$ cat src/hdl/iss_pkg.sv
package iss_pkg;
  // ---------------------------------------------------------------
  // Register offsets (byte addresses)
  // ---------------------------------------------------------------
  localparam int ISS_ADDR_W = 8;
  localparam logic [7:0] OFS_STATUS = 8'h00;
  localparam logic [7:0] OFS_CONTROL = 8'h04;
  localparam logic [7:0] OFS_SLOT0 = 8'h08;
  localparam logic [7:0] OFS_ALT_ID = 8'h18;
  localparam logic [7:0] OFS_IRQ_STAT = 8'h1C;
  localparam logic [7:0] OFS_IRQ_MASK = 8'h20;
  // ---------------------------------------------------------------
  // Status field positions
  // ---------------------------------------------------------------
  localparam int STA_BIT = 14;
  localparam int REPS_BIT = 13;
  localparam int ID_LSB = 11;
  localparam int SS_BIT = 10;
  localparam int GC_LSB = 8;
  // ---------------------------------------------------------------
  // Control field positions
  // ---------------------------------------------------------------
  localparam int CTL_SLV_EN = 0;
  localparam int CTL_GC_EN = 1;
  localparam int CTL_STOP_IE = 2;
  localparam int CTL_GC_CLR = 3;
  localparam int CTL_W = 3;
  // ---------------------------------------------------------------
  // Interrupt bits
  // ---------------------------------------------------------------
  localparam int IRQ_SS = 0;
  localparam int IRQ_REPS = 1;
  localparam int IRQ_GC = 2;
  localparam int IRQ_W = 3;
  // ---------------------------------------------------------------
  // Reset values and codes
  // ---------------------------------------------------------------
  localparam logic [CTL_W-1:0] CTL_RST = 3'h0;
  localparam logic [6:0] SLOT_RST = 7'h00;
  localparam logic [IRQ_W-1:0] IRQ_RST = 3'h0;
  localparam logic [7:0] GC_ADDR = 8'h00;
  localparam logic [7:0] START_BYTE = 8'h01;
  localparam logic [7:0] GC_RESET_CMD = 8'h06;
  localparam logic [7:0] GC_PROG_CMD = 8'h04;
  localparam logic [1:0] GCK_NONE = 2'h0;
  localparam logic [1:0] GCK_RESET = 2'h1;
  localparam logic [1:0] GCK_PROG = 2'h2;
  localparam logic [1:0] GCK_ALT = 2'h3;
  localparam logic [3:0] LAST_BIT = 4'h7;

  typedef enum logic [2:0]
  {
    ISS_IDLE = 3'h0,
    ISS_ADDR = 3'h1,
    ISS_ACK = 3'h3,
    ISS_DATA = 3'h2,
    ISS_DACK = 3'h6,
    ISS_WAIT = 3'h4
  } iss_state_e;
endpackage

$ cat src/hdl/iss_status_upper.sv
`timescale 1ns/1ps
// Summary of operation
// - With slave enable set, set start flag on start plus address matching any slot.
// - Set start flag also when the start byte 0x01 arrives.
// - With general call enabled, set start flag on code 0x00.
// - Stop condition clears the start flag.
// - Set repeated start flag on every repeated start.
// - Stop or a status read clears the repeated start flag.
// - Report matching slot index in bits 12 to 11.
// - Set stop-after-start flag on stop after an addressed start.
// - Stop-after-start raises an interrupt when stop interrupt enable is one.
// - A status read clears the stop-after-start flag.
// - Bits 9 to 8 encode the general call kind received.
// - General call reset leaves the general call kind untouched.
// - General call reset returns other registers to defaults; interrupt status takes the new events.
// - Acknowledge general calls only when general call enable is set.
module iss_status_upper
  import iss_pkg::*;
#(
  parameter int NUM_SLOTS = 4
)
(
  input wire logic sys_clk,
  input wire logic rstn,
  input wire logic psel,
  input wire logic penable,
  input wire logic pwrite,
  input wire logic [ISS_ADDR_W-1:0] paddr,
  input wire logic [31:0] pwdata,
  output logic [31:0] prdata,
  output logic pready,
  output logic pslverr,
  input wire logic scl_i,
  input wire logic sda_i,
  output logic sda_o,
  output logic sda_oen,
  output logic irq
);
  // ---------------------------------------------------------------
  // Pin synchronisers and bus conditions
  // ---------------------------------------------------------------
  logic scl_m, scl_s, scl_q, sda_m, sda_s, sda_q;
  always_ff @(posedge sys_clk or negedge rstn)
  begin
    if (!rstn)
    begin
      scl_m <= 1'b1;
      scl_s <= 1'b1;
      scl_q <= 1'b1;
      sda_m <= 1'b1;
      sda_s <= 1'b1;
      sda_q <= 1'b1;
    end
    else
    begin
      scl_m <= scl_i;
      scl_s <= scl_m;
      scl_q <= scl_s;
      sda_m <= sda_i;
      sda_s <= sda_m;
      sda_q <= sda_s;
    end
  end
  logic scl_rise, scl_fall, start_det, stop_det;
  assign scl_rise = scl_s & ~scl_q;
  assign scl_fall = ~scl_s & scl_q;
  assign start_det = scl_s & scl_q & sda_q & ~sda_s;
  assign stop_det = scl_s & scl_q & ~sda_q & sda_s;

  // ---------------------------------------------------------------
  // Register storage and APB decode
  // ---------------------------------------------------------------
  logic [CTL_W-1:0] ctrl;
  logic [6:0] slot [NUM_SLOTS];
  logic [6:0] alt_id;
  logic [IRQ_W-1:0] irq_stat, irq_mask;
  logic sta, reps, ss, addressed, bus_active;
  logic [1:0] slot_idx, gc_kind;
  logic gc_rst, gc_evt;
  logic acc, wr_en, rd_done, kind_clr;
  logic [15:0] status_word;
  assign acc = psel & penable & pready;
  assign wr_en = acc & pwrite;
  assign rd_done = acc & ~pwrite & (paddr == OFS_STATUS);
  assign kind_clr = wr_en & (paddr == OFS_CONTROL) & pwdata[CTL_GC_CLR];
  assign status_word = {1'b0, sta, reps, slot_idx, ss, gc_kind, 8'h00};

  always_ff @(posedge sys_clk or negedge rstn)
  begin
    if (!rstn)
      pready <= 1'b0;
    else
      pready <= psel & penable & ~pready;
  end

  logic [31:0] next_rdata;
  logic next_err;
  always_comb
  begin
    next_rdata = 32'h0000_0000;
    next_err = 1'b0;
    if (paddr == OFS_STATUS)
      next_rdata = {16'h0000, status_word};
    else if (paddr == OFS_CONTROL)
      next_rdata = {29'h0000_0000, ctrl};
    else if (paddr == OFS_ALT_ID)
      next_rdata = {25'h000_0000, alt_id};
    else if (paddr == OFS_IRQ_STAT)
      next_rdata = {29'h0000_0000, irq_stat};
    else if (paddr == OFS_IRQ_MASK)
      next_rdata = {29'h0000_0000, irq_mask};
    else if (paddr >= OFS_SLOT0 && paddr < OFS_SLOT0 + 8'(4 * NUM_SLOTS) && paddr[1:0] == 2'h0)
      next_rdata = {25'h000_0000, slot[2'(paddr[3:2] - OFS_SLOT0[3:2])]};
    else
      next_err = 1'b1;
  end

  always_ff @(posedge sys_clk or negedge rstn)
  begin
    if (!rstn)
    begin
      prdata <= 32'h0000_0000;
      pslverr <= 1'b0;
    end
    else if (psel & penable & ~pready)
    begin
      prdata <= pwrite ? 32'h0000_0000 : next_rdata;
      pslverr <= next_err;
    end
    else
    begin
      pslverr <= 1'b0;
    end
  end

  // Control, slots and alternative ID
  always_ff @(posedge sys_clk or negedge rstn)
  begin
    if (!rstn)
    begin
      ctrl <= CTL_RST;
      alt_id <= SLOT_RST;
    end
    else if (gc_rst)
    begin
      ctrl <= CTL_RST;
      alt_id <= SLOT_RST;
    end
    else if (wr_en && paddr == OFS_CONTROL)
      ctrl <= pwdata[CTL_W-1:0];
    else if (wr_en && paddr == OFS_ALT_ID)
      alt_id <= pwdata[6:0];
  end

  logic [NUM_SLOTS-1:0] slot_hit;
  logic [7:0] shift;
  genvar gi;
  generate
    for (gi = 0; gi < NUM_SLOTS; gi++)
    begin : g_slot
      always_ff @(posedge sys_clk or negedge rstn)
      begin
        if (!rstn)
          slot[gi] <= SLOT_RST;
        else if (gc_rst)
          slot[gi] <= SLOT_RST;
        else if (wr_en && paddr == OFS_SLOT0 + 8'(4 * gi))
          slot[gi] <= pwdata[6:0];
      end
      assign slot_hit[gi] = (shift[7:1] == slot[gi]);
    end
  endgenerate

  // ---------------------------------------------------------------
  // Byte receiver and acknowledge
  // ---------------------------------------------------------------
  iss_state_e state;
  logic [3:0] bit_cnt;
  logic addr_done, data_done, ack_on, gc_hit, addr_hit, sbyte_hit;
  logic [1:0] hit_idx;
  assign gc_hit = (shift == GC_ADDR) & ctrl[CTL_GC_EN];
  assign sbyte_hit = (shift == START_BYTE);
  // Code 0x00 is never a plain address, even if a slot holds zero
  assign addr_hit = ctrl[CTL_SLV_EN] & (|slot_hit) & (shift != GC_ADDR) & ~sbyte_hit;

  always_comb
  begin
    hit_idx = 2'h0;
    for (int i = NUM_SLOTS - 1; i >= 0; i--)
      if (slot_hit[i])
        hit_idx = 2'(i);
  end

  always_ff @(posedge sys_clk or negedge rstn)
  begin
    if (!rstn)
    begin
      state <= ISS_IDLE;
      bit_cnt <= 4'h0;
      shift <= 8'h00;
      addr_done <= 1'b0;
      data_done <= 1'b0;
      ack_on <= 1'b0;
      sda_oen <= 1'b1;
    end
    else if (start_det)
    begin
      state <= ISS_ADDR;
      bit_cnt <= 4'h0;
      addr_done <= 1'b0;
      data_done <= 1'b0;
      ack_on <= 1'b0;
      sda_oen <= 1'b1;
    end
    else if (stop_det)
    begin
      state <= ISS_IDLE;
      addr_done <= 1'b0;
      data_done <= 1'b0;
      ack_on <= 1'b0;
      sda_oen <= 1'b1;
    end
    else
    begin
      addr_done <= 1'b0;
      data_done <= 1'b0;
      case (state)
        ISS_ADDR, ISS_DATA:
        begin
          if (scl_rise && bit_cnt <= LAST_BIT)
          begin
            shift <= {shift[6:0], sda_s};
            bit_cnt <= bit_cnt + 4'h1;
            addr_done <= (bit_cnt == LAST_BIT) && (state == ISS_ADDR);
            data_done <= (bit_cnt == LAST_BIT) && (state == ISS_DATA);
          end
          if (addr_done)
            state <= (addr_hit | gc_hit) ? ISS_ACK : ISS_WAIT;
          if (data_done)
            state <= ISS_DACK;
        end
        ISS_ACK, ISS_DACK:
        begin
          if (scl_fall && !ack_on)
          begin
            ack_on <= 1'b1;
            sda_oen <= 1'b0;
          end
          else if (scl_fall)
          begin
            ack_on <= 1'b0;
            sda_oen <= 1'b1;
            bit_cnt <= 4'h0;
            state <= (state == ISS_ACK && shift == GC_ADDR) ? ISS_DATA : ISS_WAIT;
          end
        end
        ISS_WAIT, ISS_IDLE:
          state <= state;
        default:
          state <= ISS_IDLE;
      endcase
    end
  end
  assign sda_o = 1'b0;

  // ---------------------------------------------------------------
  // Status flags
  // ---------------------------------------------------------------
  always_ff @(posedge sys_clk or negedge rstn)
  begin
    if (!rstn)
    begin
      sta <= 1'b0;
      reps <= 1'b0;
      ss <= 1'b0;
      slot_idx <= 2'h0;
      addressed <= 1'b0;
      bus_active <= 1'b0;
    end
    else if (gc_rst)
    begin
      sta <= 1'b0;
      reps <= 1'b0;
      ss <= 1'b0;
      slot_idx <= 2'h0;
      addressed <= 1'b0;
    end
    else
    begin
      if (start_det)
        bus_active <= 1'b1;
      else if (stop_det)
        bus_active <= 1'b0;
      if (addr_done && (addr_hit || sbyte_hit || gc_hit))
        sta <= 1'b1;
      else if (stop_det)
        sta <= 1'b0;
      if (start_det && bus_active)
        reps <= 1'b1;
      else if (stop_det || (rd_done && prdata[REPS_BIT]))
        reps <= 1'b0;
      if (addr_done && addr_hit)
      begin
        slot_idx <= hit_idx;
        addressed <= 1'b1;
      end
      else if (stop_det)
        addressed <= 1'b0;
      if (stop_det && addressed)
        ss <= 1'b1;
      else if (rd_done && prdata[SS_BIT])
        ss <= 1'b0;
    end
  end

  // General call kind survives the general call reset
  logic [1:0] next_kind;
  always_comb
  begin
    next_kind = GCK_NONE;
    if (shift == GC_RESET_CMD)
      next_kind = GCK_RESET;
    else if (shift == GC_PROG_CMD)
      next_kind = GCK_PROG;
    else if (shift[0] && shift[7:1] == alt_id)
      next_kind = GCK_ALT;
  end

  always_ff @(posedge sys_clk or negedge rstn)
  begin
    if (!rstn)
    begin
      gc_kind <= GCK_NONE;
      gc_rst <= 1'b0;
      gc_evt <= 1'b0;
    end
    else
    begin
      gc_rst <= data_done && (shift == GC_RESET_CMD);
      gc_evt <= data_done && (next_kind != GCK_NONE);
      if (data_done && next_kind != GCK_NONE)
        gc_kind <= next_kind;
      else if (kind_clr)
        gc_kind <= GCK_NONE;
    end
  end

  // ---------------------------------------------------------------
  // Interrupt status, mask and output
  // ---------------------------------------------------------------
  logic [IRQ_W-1:0] irq_set;
  assign irq_set[IRQ_SS] = stop_det & addressed & ~gc_rst & ctrl[CTL_STOP_IE];
  assign irq_set[IRQ_REPS] = start_det & bus_active & ~gc_rst;
  assign irq_set[IRQ_GC] = gc_evt;

  always_ff @(posedge sys_clk or negedge rstn)
  begin
    if (!rstn)
    begin
      irq_stat <= IRQ_RST;
      irq_mask <= IRQ_RST;
      irq <= 1'b0;
    end
    else
    begin
      if (gc_rst)
      begin
        irq_stat <= irq_set;
        irq_mask <= IRQ_RST;
      end
      else
      begin
        if (wr_en && paddr == OFS_IRQ_STAT)
          irq_stat <= (irq_stat & ~pwdata[IRQ_W-1:0]) | irq_set;
        else
          irq_stat <= irq_stat | irq_set;
        if (wr_en && paddr == OFS_IRQ_MASK)
          irq_mask <= pwdata[IRQ_W-1:0];
      end
      irq <= |(irq_stat & irq_mask);
    end
  end

  // ---------------------------------------------------------------
  // Assertions
  // ---------------------------------------------------------------
  AST_START_ADDR: assert property (@(posedge sys_clk) disable iff (!rstn)
    addr_done && addr_hit && !gc_rst |=> sta)
    else $error("start flag not set on address match");
  AST_START_BYTE: assert property (@(posedge sys_clk) disable iff (!rstn)
    addr_done && shift == START_BYTE && !gc_rst |=> sta && !sda_oen == 1'b0)
    else $error("start byte not flagged");
  AST_GC_START: assert property (@(posedge sys_clk) disable iff (!rstn)
    addr_done && gc_hit && !gc_rst |=> sta ##0 state == ISS_ACK)
    else $error("general call not flagged");
  AST_STOP_CLR: assert property (@(posedge sys_clk) disable iff (!rstn)
    stop_det && !addr_done |=> !sta)
    else $error("start flag kept after stop");
  AST_REPS_SET: assert property (@(posedge sys_clk) disable iff (!rstn)
    start_det && bus_active && !gc_rst |=> reps ##0 irq_stat[IRQ_REPS])
    else $error("repeated start missed");
  AST_REPS_CLR: assert property (@(posedge sys_clk) disable iff (!rstn)
    rd_done && prdata[REPS_BIT] && !start_det |=> !reps)
    else $error("repeated start not cleared by read");
  AST_SLOT_IDX: assert property (@(posedge sys_clk) disable iff (!rstn)
    addr_done && addr_hit && !gc_rst |=> slot_idx == $past(hit_idx))
    else $error("slot index wrong");
  AST_SS_SET: assert property (@(posedge sys_clk) disable iff (!rstn)
    stop_det && addressed && !gc_rst |=> ss && !addressed)
    else $error("stop after start missed");
  AST_IRQ: assert property (@(posedge sys_clk) disable iff (!rstn)
    $rose(ss) && $past(ctrl[CTL_STOP_IE]) && irq_mask[IRQ_SS] |=> irq)
    else $error("stop interrupt missing");
  AST_SS_CLR: assert property (@(posedge sys_clk) disable iff (!rstn)
    rd_done && prdata[SS_BIT] && !(stop_det && addressed) |=> !ss)
    else $error("stop flag not cleared by read");
  AST_KIND_KEEP: assert property (@(posedge sys_clk) disable iff (!rstn)
    gc_rst && !kind_clr |=> gc_kind == $past(gc_kind))
    else $error("general call kind lost on reset");
  AST_RST_DEF: assert property (@(posedge sys_clk) disable iff (!rstn)
    gc_rst |=> ctrl == CTL_RST && alt_id == SLOT_RST && !sta)
    else $error("registers not defaulted by general call reset");
  AST_GC_OFF: assert property (@(posedge sys_clk) disable iff (!rstn)
    addr_done && shift == GC_ADDR && !ctrl[CTL_GC_EN] |=> state != ISS_ACK)
    else $error("general call acknowledged while disabled");
  AST_RSVD: assert property (@(posedge sys_clk) disable iff (!rstn)
    pready && paddr == OFS_STATUS |-> prdata[31:15] == 17'h00000)
    else $error("reserved status bits not zero");
endmodule

$ cat config.mk
export PLATFORM = sky130hd
export DESIGN_NAME = iss_status_upper
export DESIGN_NICKNAME = d
export VERILOG_FILES = /design/src/hdl/iss_pkg.sv /design/src/hdl/iss_status_upper.sv
export SDC_FILE = /design/constraint.sdc
export NUM_CORES = 1
export LEC_CHECK = 0
export BUFFER_PORTS_ARGS = -buffer_cell sky130_fd_sc_hd__buf_2
export CELL_PAD_IN_SITES_DETAIL_PLACEMENT = 0
export CELL_PAD_IN_SITES_GLOBAL_PLACEMENT = 1
export CORE_ASPECT_RATIO = 0.6
export CORE_MARGIN = 2
export CORE_UTILIZATION = 48
export DETAILED_ROUTE_END_ITERATION = 7
export HOLD_SLACK_MARGIN = 0.05
export PLACE_DENSITY_LB_ADDON = 0.1
export SKIP_LAST_GASP = 1
export SLEW_MARGIN = 15
export SYNTH_ARGS = -nofsm -noshare
export SYNTH_HDL_FRONTEND = slang
export SYNTH_SLANG_ARGS = --single-unit
$ cat constraint.sdc
create_clock -name sys_clk -period 4.23 [get_ports sys_clk]
set_input_delay 1.269 -clock sys_clk [delete_from_list [all_inputs] [get_ports sys_clk]]
set_output_delay 1.269 -clock sys_clk [all_outputs]
set_load 0.03 [all_outputs]
==> reports/qor.yml <==
worstMarginPinSlew_ns: 0.899
cts_inserted_buffers: 9
ys_warn_count: 0
antenna_found_initial: 0
avgRoutedWirePerCell_um: 18.5
cts.path.max_buffers: 2
ys_seq_area_frac: 0.465
grt_max_degree: 71
clk_latency_ns: 0.35
ys_types: 67
finalHoldViolCount: 0
end_kind: "flip-flop"
overflow: 0
p_sw_uw: 809
period_needed_ns: 2.84
ant_nets: 0
hold_path_depth: 0
outcome: "complete, no violations"
internal-power_uw: 1660
hp-class: "reg -> reg"
pwr-share-clk: 0.339
grt_usage: 0.221
path_max_fanout: 11
synth_top_area_cell: "dfrtp_1"
rsz0062_at_grt: "no"
routed_wl_um: 12600
die-area_um2: 11800
ctsHoldBuffers: 0
yosysTopAreaCellShare: 0.430
drc: 0
max_freq_mhz: 352
die_height_um: 84.9
slowest_stage: "nor4_4"
drt_iter0_drc: 397
critical_path_cell_count: 6
relSlewSlack: 0.401
syn-cell-area_um2: 5240
cts_sinks: 97
die_width_um: 139
power_density_nw_per_um2: 432
start_kind: "input pin"
coreArea_um2: 10600
drive_gt1_frac: 0.177
cp_slowest_stage_delay_ns: 0.81
dr.pass1.iters: 6
synth_edf_count: 0
ctsResizeCount: 0
cts_setup_buffers: 0
row_count: 29
pwr-share-seq: 0.463
peakVddDrop_uv: 223
worst-path-buf-inv: 1
vias: 3841
final_nets: 584
cts_tree: "done"
num_io_pins: 84
synth_ff_type: "dfrtp_1"
leakage_uw: 0.00264
worst-setup-path-type: "in -> reg"
slew_viol_final: 0
via_per_inst: 5.65
start_util: 0.494
crit_chain: "buf_2 > nor3_2 > nand2_1 > nor4_4 > mux2i_1 > nor2_1"
setup_viol: 0
reg2reg_depth: 6
maxCapViolations: 0
synth-async-reset-ratio: 1.00
gp_congestion: 0.875
post-route-period-util: 0.672
syn_inst: 512
grt_first_pass_wirelength_um: 20000
synth_area_leaders: "dfrtp_1 43%, mux2i_1 8.4%, nor2_1 4.5%, dfstp_2 3.5%, nand2_1 3.2%"
combPwrFrac: 0.198
arrival_ns: 3.05
finalSetupTns_ns: 0
netSwitchingFraction: 0.327
synth-seq-cells: 97
cts.clk_slew.worst_paths_ns: 0.07
finClkSkew_ns: 0.0101
cts_root_buf: "clkbuf_16"
total_power_uw: 2470
antenna_cells: 0
grt_pass1_vias: 3435
htree_levels: 3
area_delta_synth_final_pct: 9.32
cp_top_family: "simple AND/OR/NAND/NOR gates"
numPortBuffers: 39
crit_required_ns: 4.44
postSynthAreaPerCell_um2: 10.2
dpl.hpwl_um: 9220
[per-layer routing]
metal | track usage | vias to the layer above | wire (µm)
li1 | - | 1814 | -
met1 | 0.366 | 1877 | 6630
met2 | 0.289 | 140 | 4950
met3 | 0.0502 | 10 | 848
met4 | 0.0496 | 0 | 123
met5 | 0 | - | 0
[Yosys cell counts (3+ instances only)]
library cell,instances
dfrtp_1,90
nor2_1,63
nand2_1,45
mux2i_1,44
nand3_1,21
o21ai_0,21
buf_4,19
xor2_1,19
xnor2_1,17
buf_2,13
clkbuf_1,12
inv_1,12
a21oi_1,10
nor4_1,9
dfstp_2,7
mux4_2,7
nand4_1,7
mux2_2,6
nor3_1,6
a22oi_1,5
nand2b_1,5
o211ai_1,5
a22o_1,4
a31oi_1,4
and3_1,4
a221oi_1,3
nor3_2,3
[final cells by class]
class	instances	area, µm²
Clock buffer	10	229
Clock inverter	6	75.1
Fill cell	953	4870
Inverter	13	48.8
Multi-Input combinational cell	372	2530
Sequential cell	97	2440
Tap cell	139	174
Timing Repair Buffer	43	228
[registers in the layout, indices dropped and copies added (netlist names), 2 cells and up]
name	count
ctrl	3
gc_kind	2
shift	8
prdata	14
slot	28
irq_mask	3
slot_idx	2
state	3
irq_stat	3
bit_cnt	4
alt_id	7
[logic make-up (layout without fill, tap and decap cells)]
| kind of cell | Yosys count | count (layout) | synth area share |
|---|---|---|---|
| compound gates | 67 | 67 | 0.0860 |
| xor+xnor | 37 | 37 | 0.0633 |
| fa+ha+maj | 1 | 1 | 0.00239 |
| buf+inv | 61 | 72 | 0.0641 |
| flops | 97 | 97 | 0.465 |
| mux | 58 | 58 | 0.129 |
| other cells | 1 | 19 | 0.000716 |
| simple gates | 190 | 190 | 0.189 |
[power by group through the flow]
stage	Clock (µW)	Combinational, µW	Sequential, µW
2_1_floorplan	0	490	1040
3_3_place_gp	0	477	1160
3_5_place_dp	0	484	1160
4_1_cts	856	488	1140
5_1_grt	901	540	1160
6_report	837	489	1150
[metrics by stage]
stage	instance area, µm²	std cells	hold WS [ns]	util	setup WS (ns)
global placement	5420	664	0.345	0.511	1.03
CTS	5720	680	0.358	0.540	1.35
global route	5720	680	0.366	0.540	1.23
detailed placement	5420	664	0.347	0.511	0.991
floorplan	5300	530	0.345	-	1.59
finish	5720	680	0.357	0.540	1.39
[worst reg2reg max path, stage by stage, from the launching register on]
cell and delay, ns:
dfrtp_1 0.54, xor2_1 0.24, nor4_1 0.39, nand4_1 0.29, a41oi_1 0.50, nor3b_1 0.09
a41o_1 0.22
[cell usage in the layout (no fill, tap or decap), types with 3 or more instances in the layout]
cell       count
a22oi_1        5
dfstp_2        7
xnor2_1       17
and3_1         4
nand2b_1       5
a31oi_1        4
nor3_1         6
conb_1        19
nor4_1         9
a221oi_1       3
nand3_1       21
inv_1         12
xor2_1        19
mux4_2         7
o21ai_0       21
o211ai_1       5
nand2_1       45
nand4_1        7
clkbuf_16      9
buf_2         38
buf_4          5
dfrtp_1       89
nor3_2         3
mux2_2         6
mux2i_1       44
a21oi_1       10
nor2_1        63
a22o_1         4
[path summary, 6_finish.rpt]
| kind | end | startpoint | slack, ns |
|---|---|---|---|
| max | slot[23] | paddr[5] | 1.39 |
| min | sda_s | sda_m | 0.36 |
| max reg2reg | slot_idx[0] | shift[1] | 1.86 |
| min reg2reg | sda_s | sda_m | 0.36 |
| max in group asynchronous | shift[2] | rstn | 2.43 |
| min in group asynchronous | bit_cnt[0] | rstn | 1.03 |
Note: power is estimated with default switching activity, not from simulation.
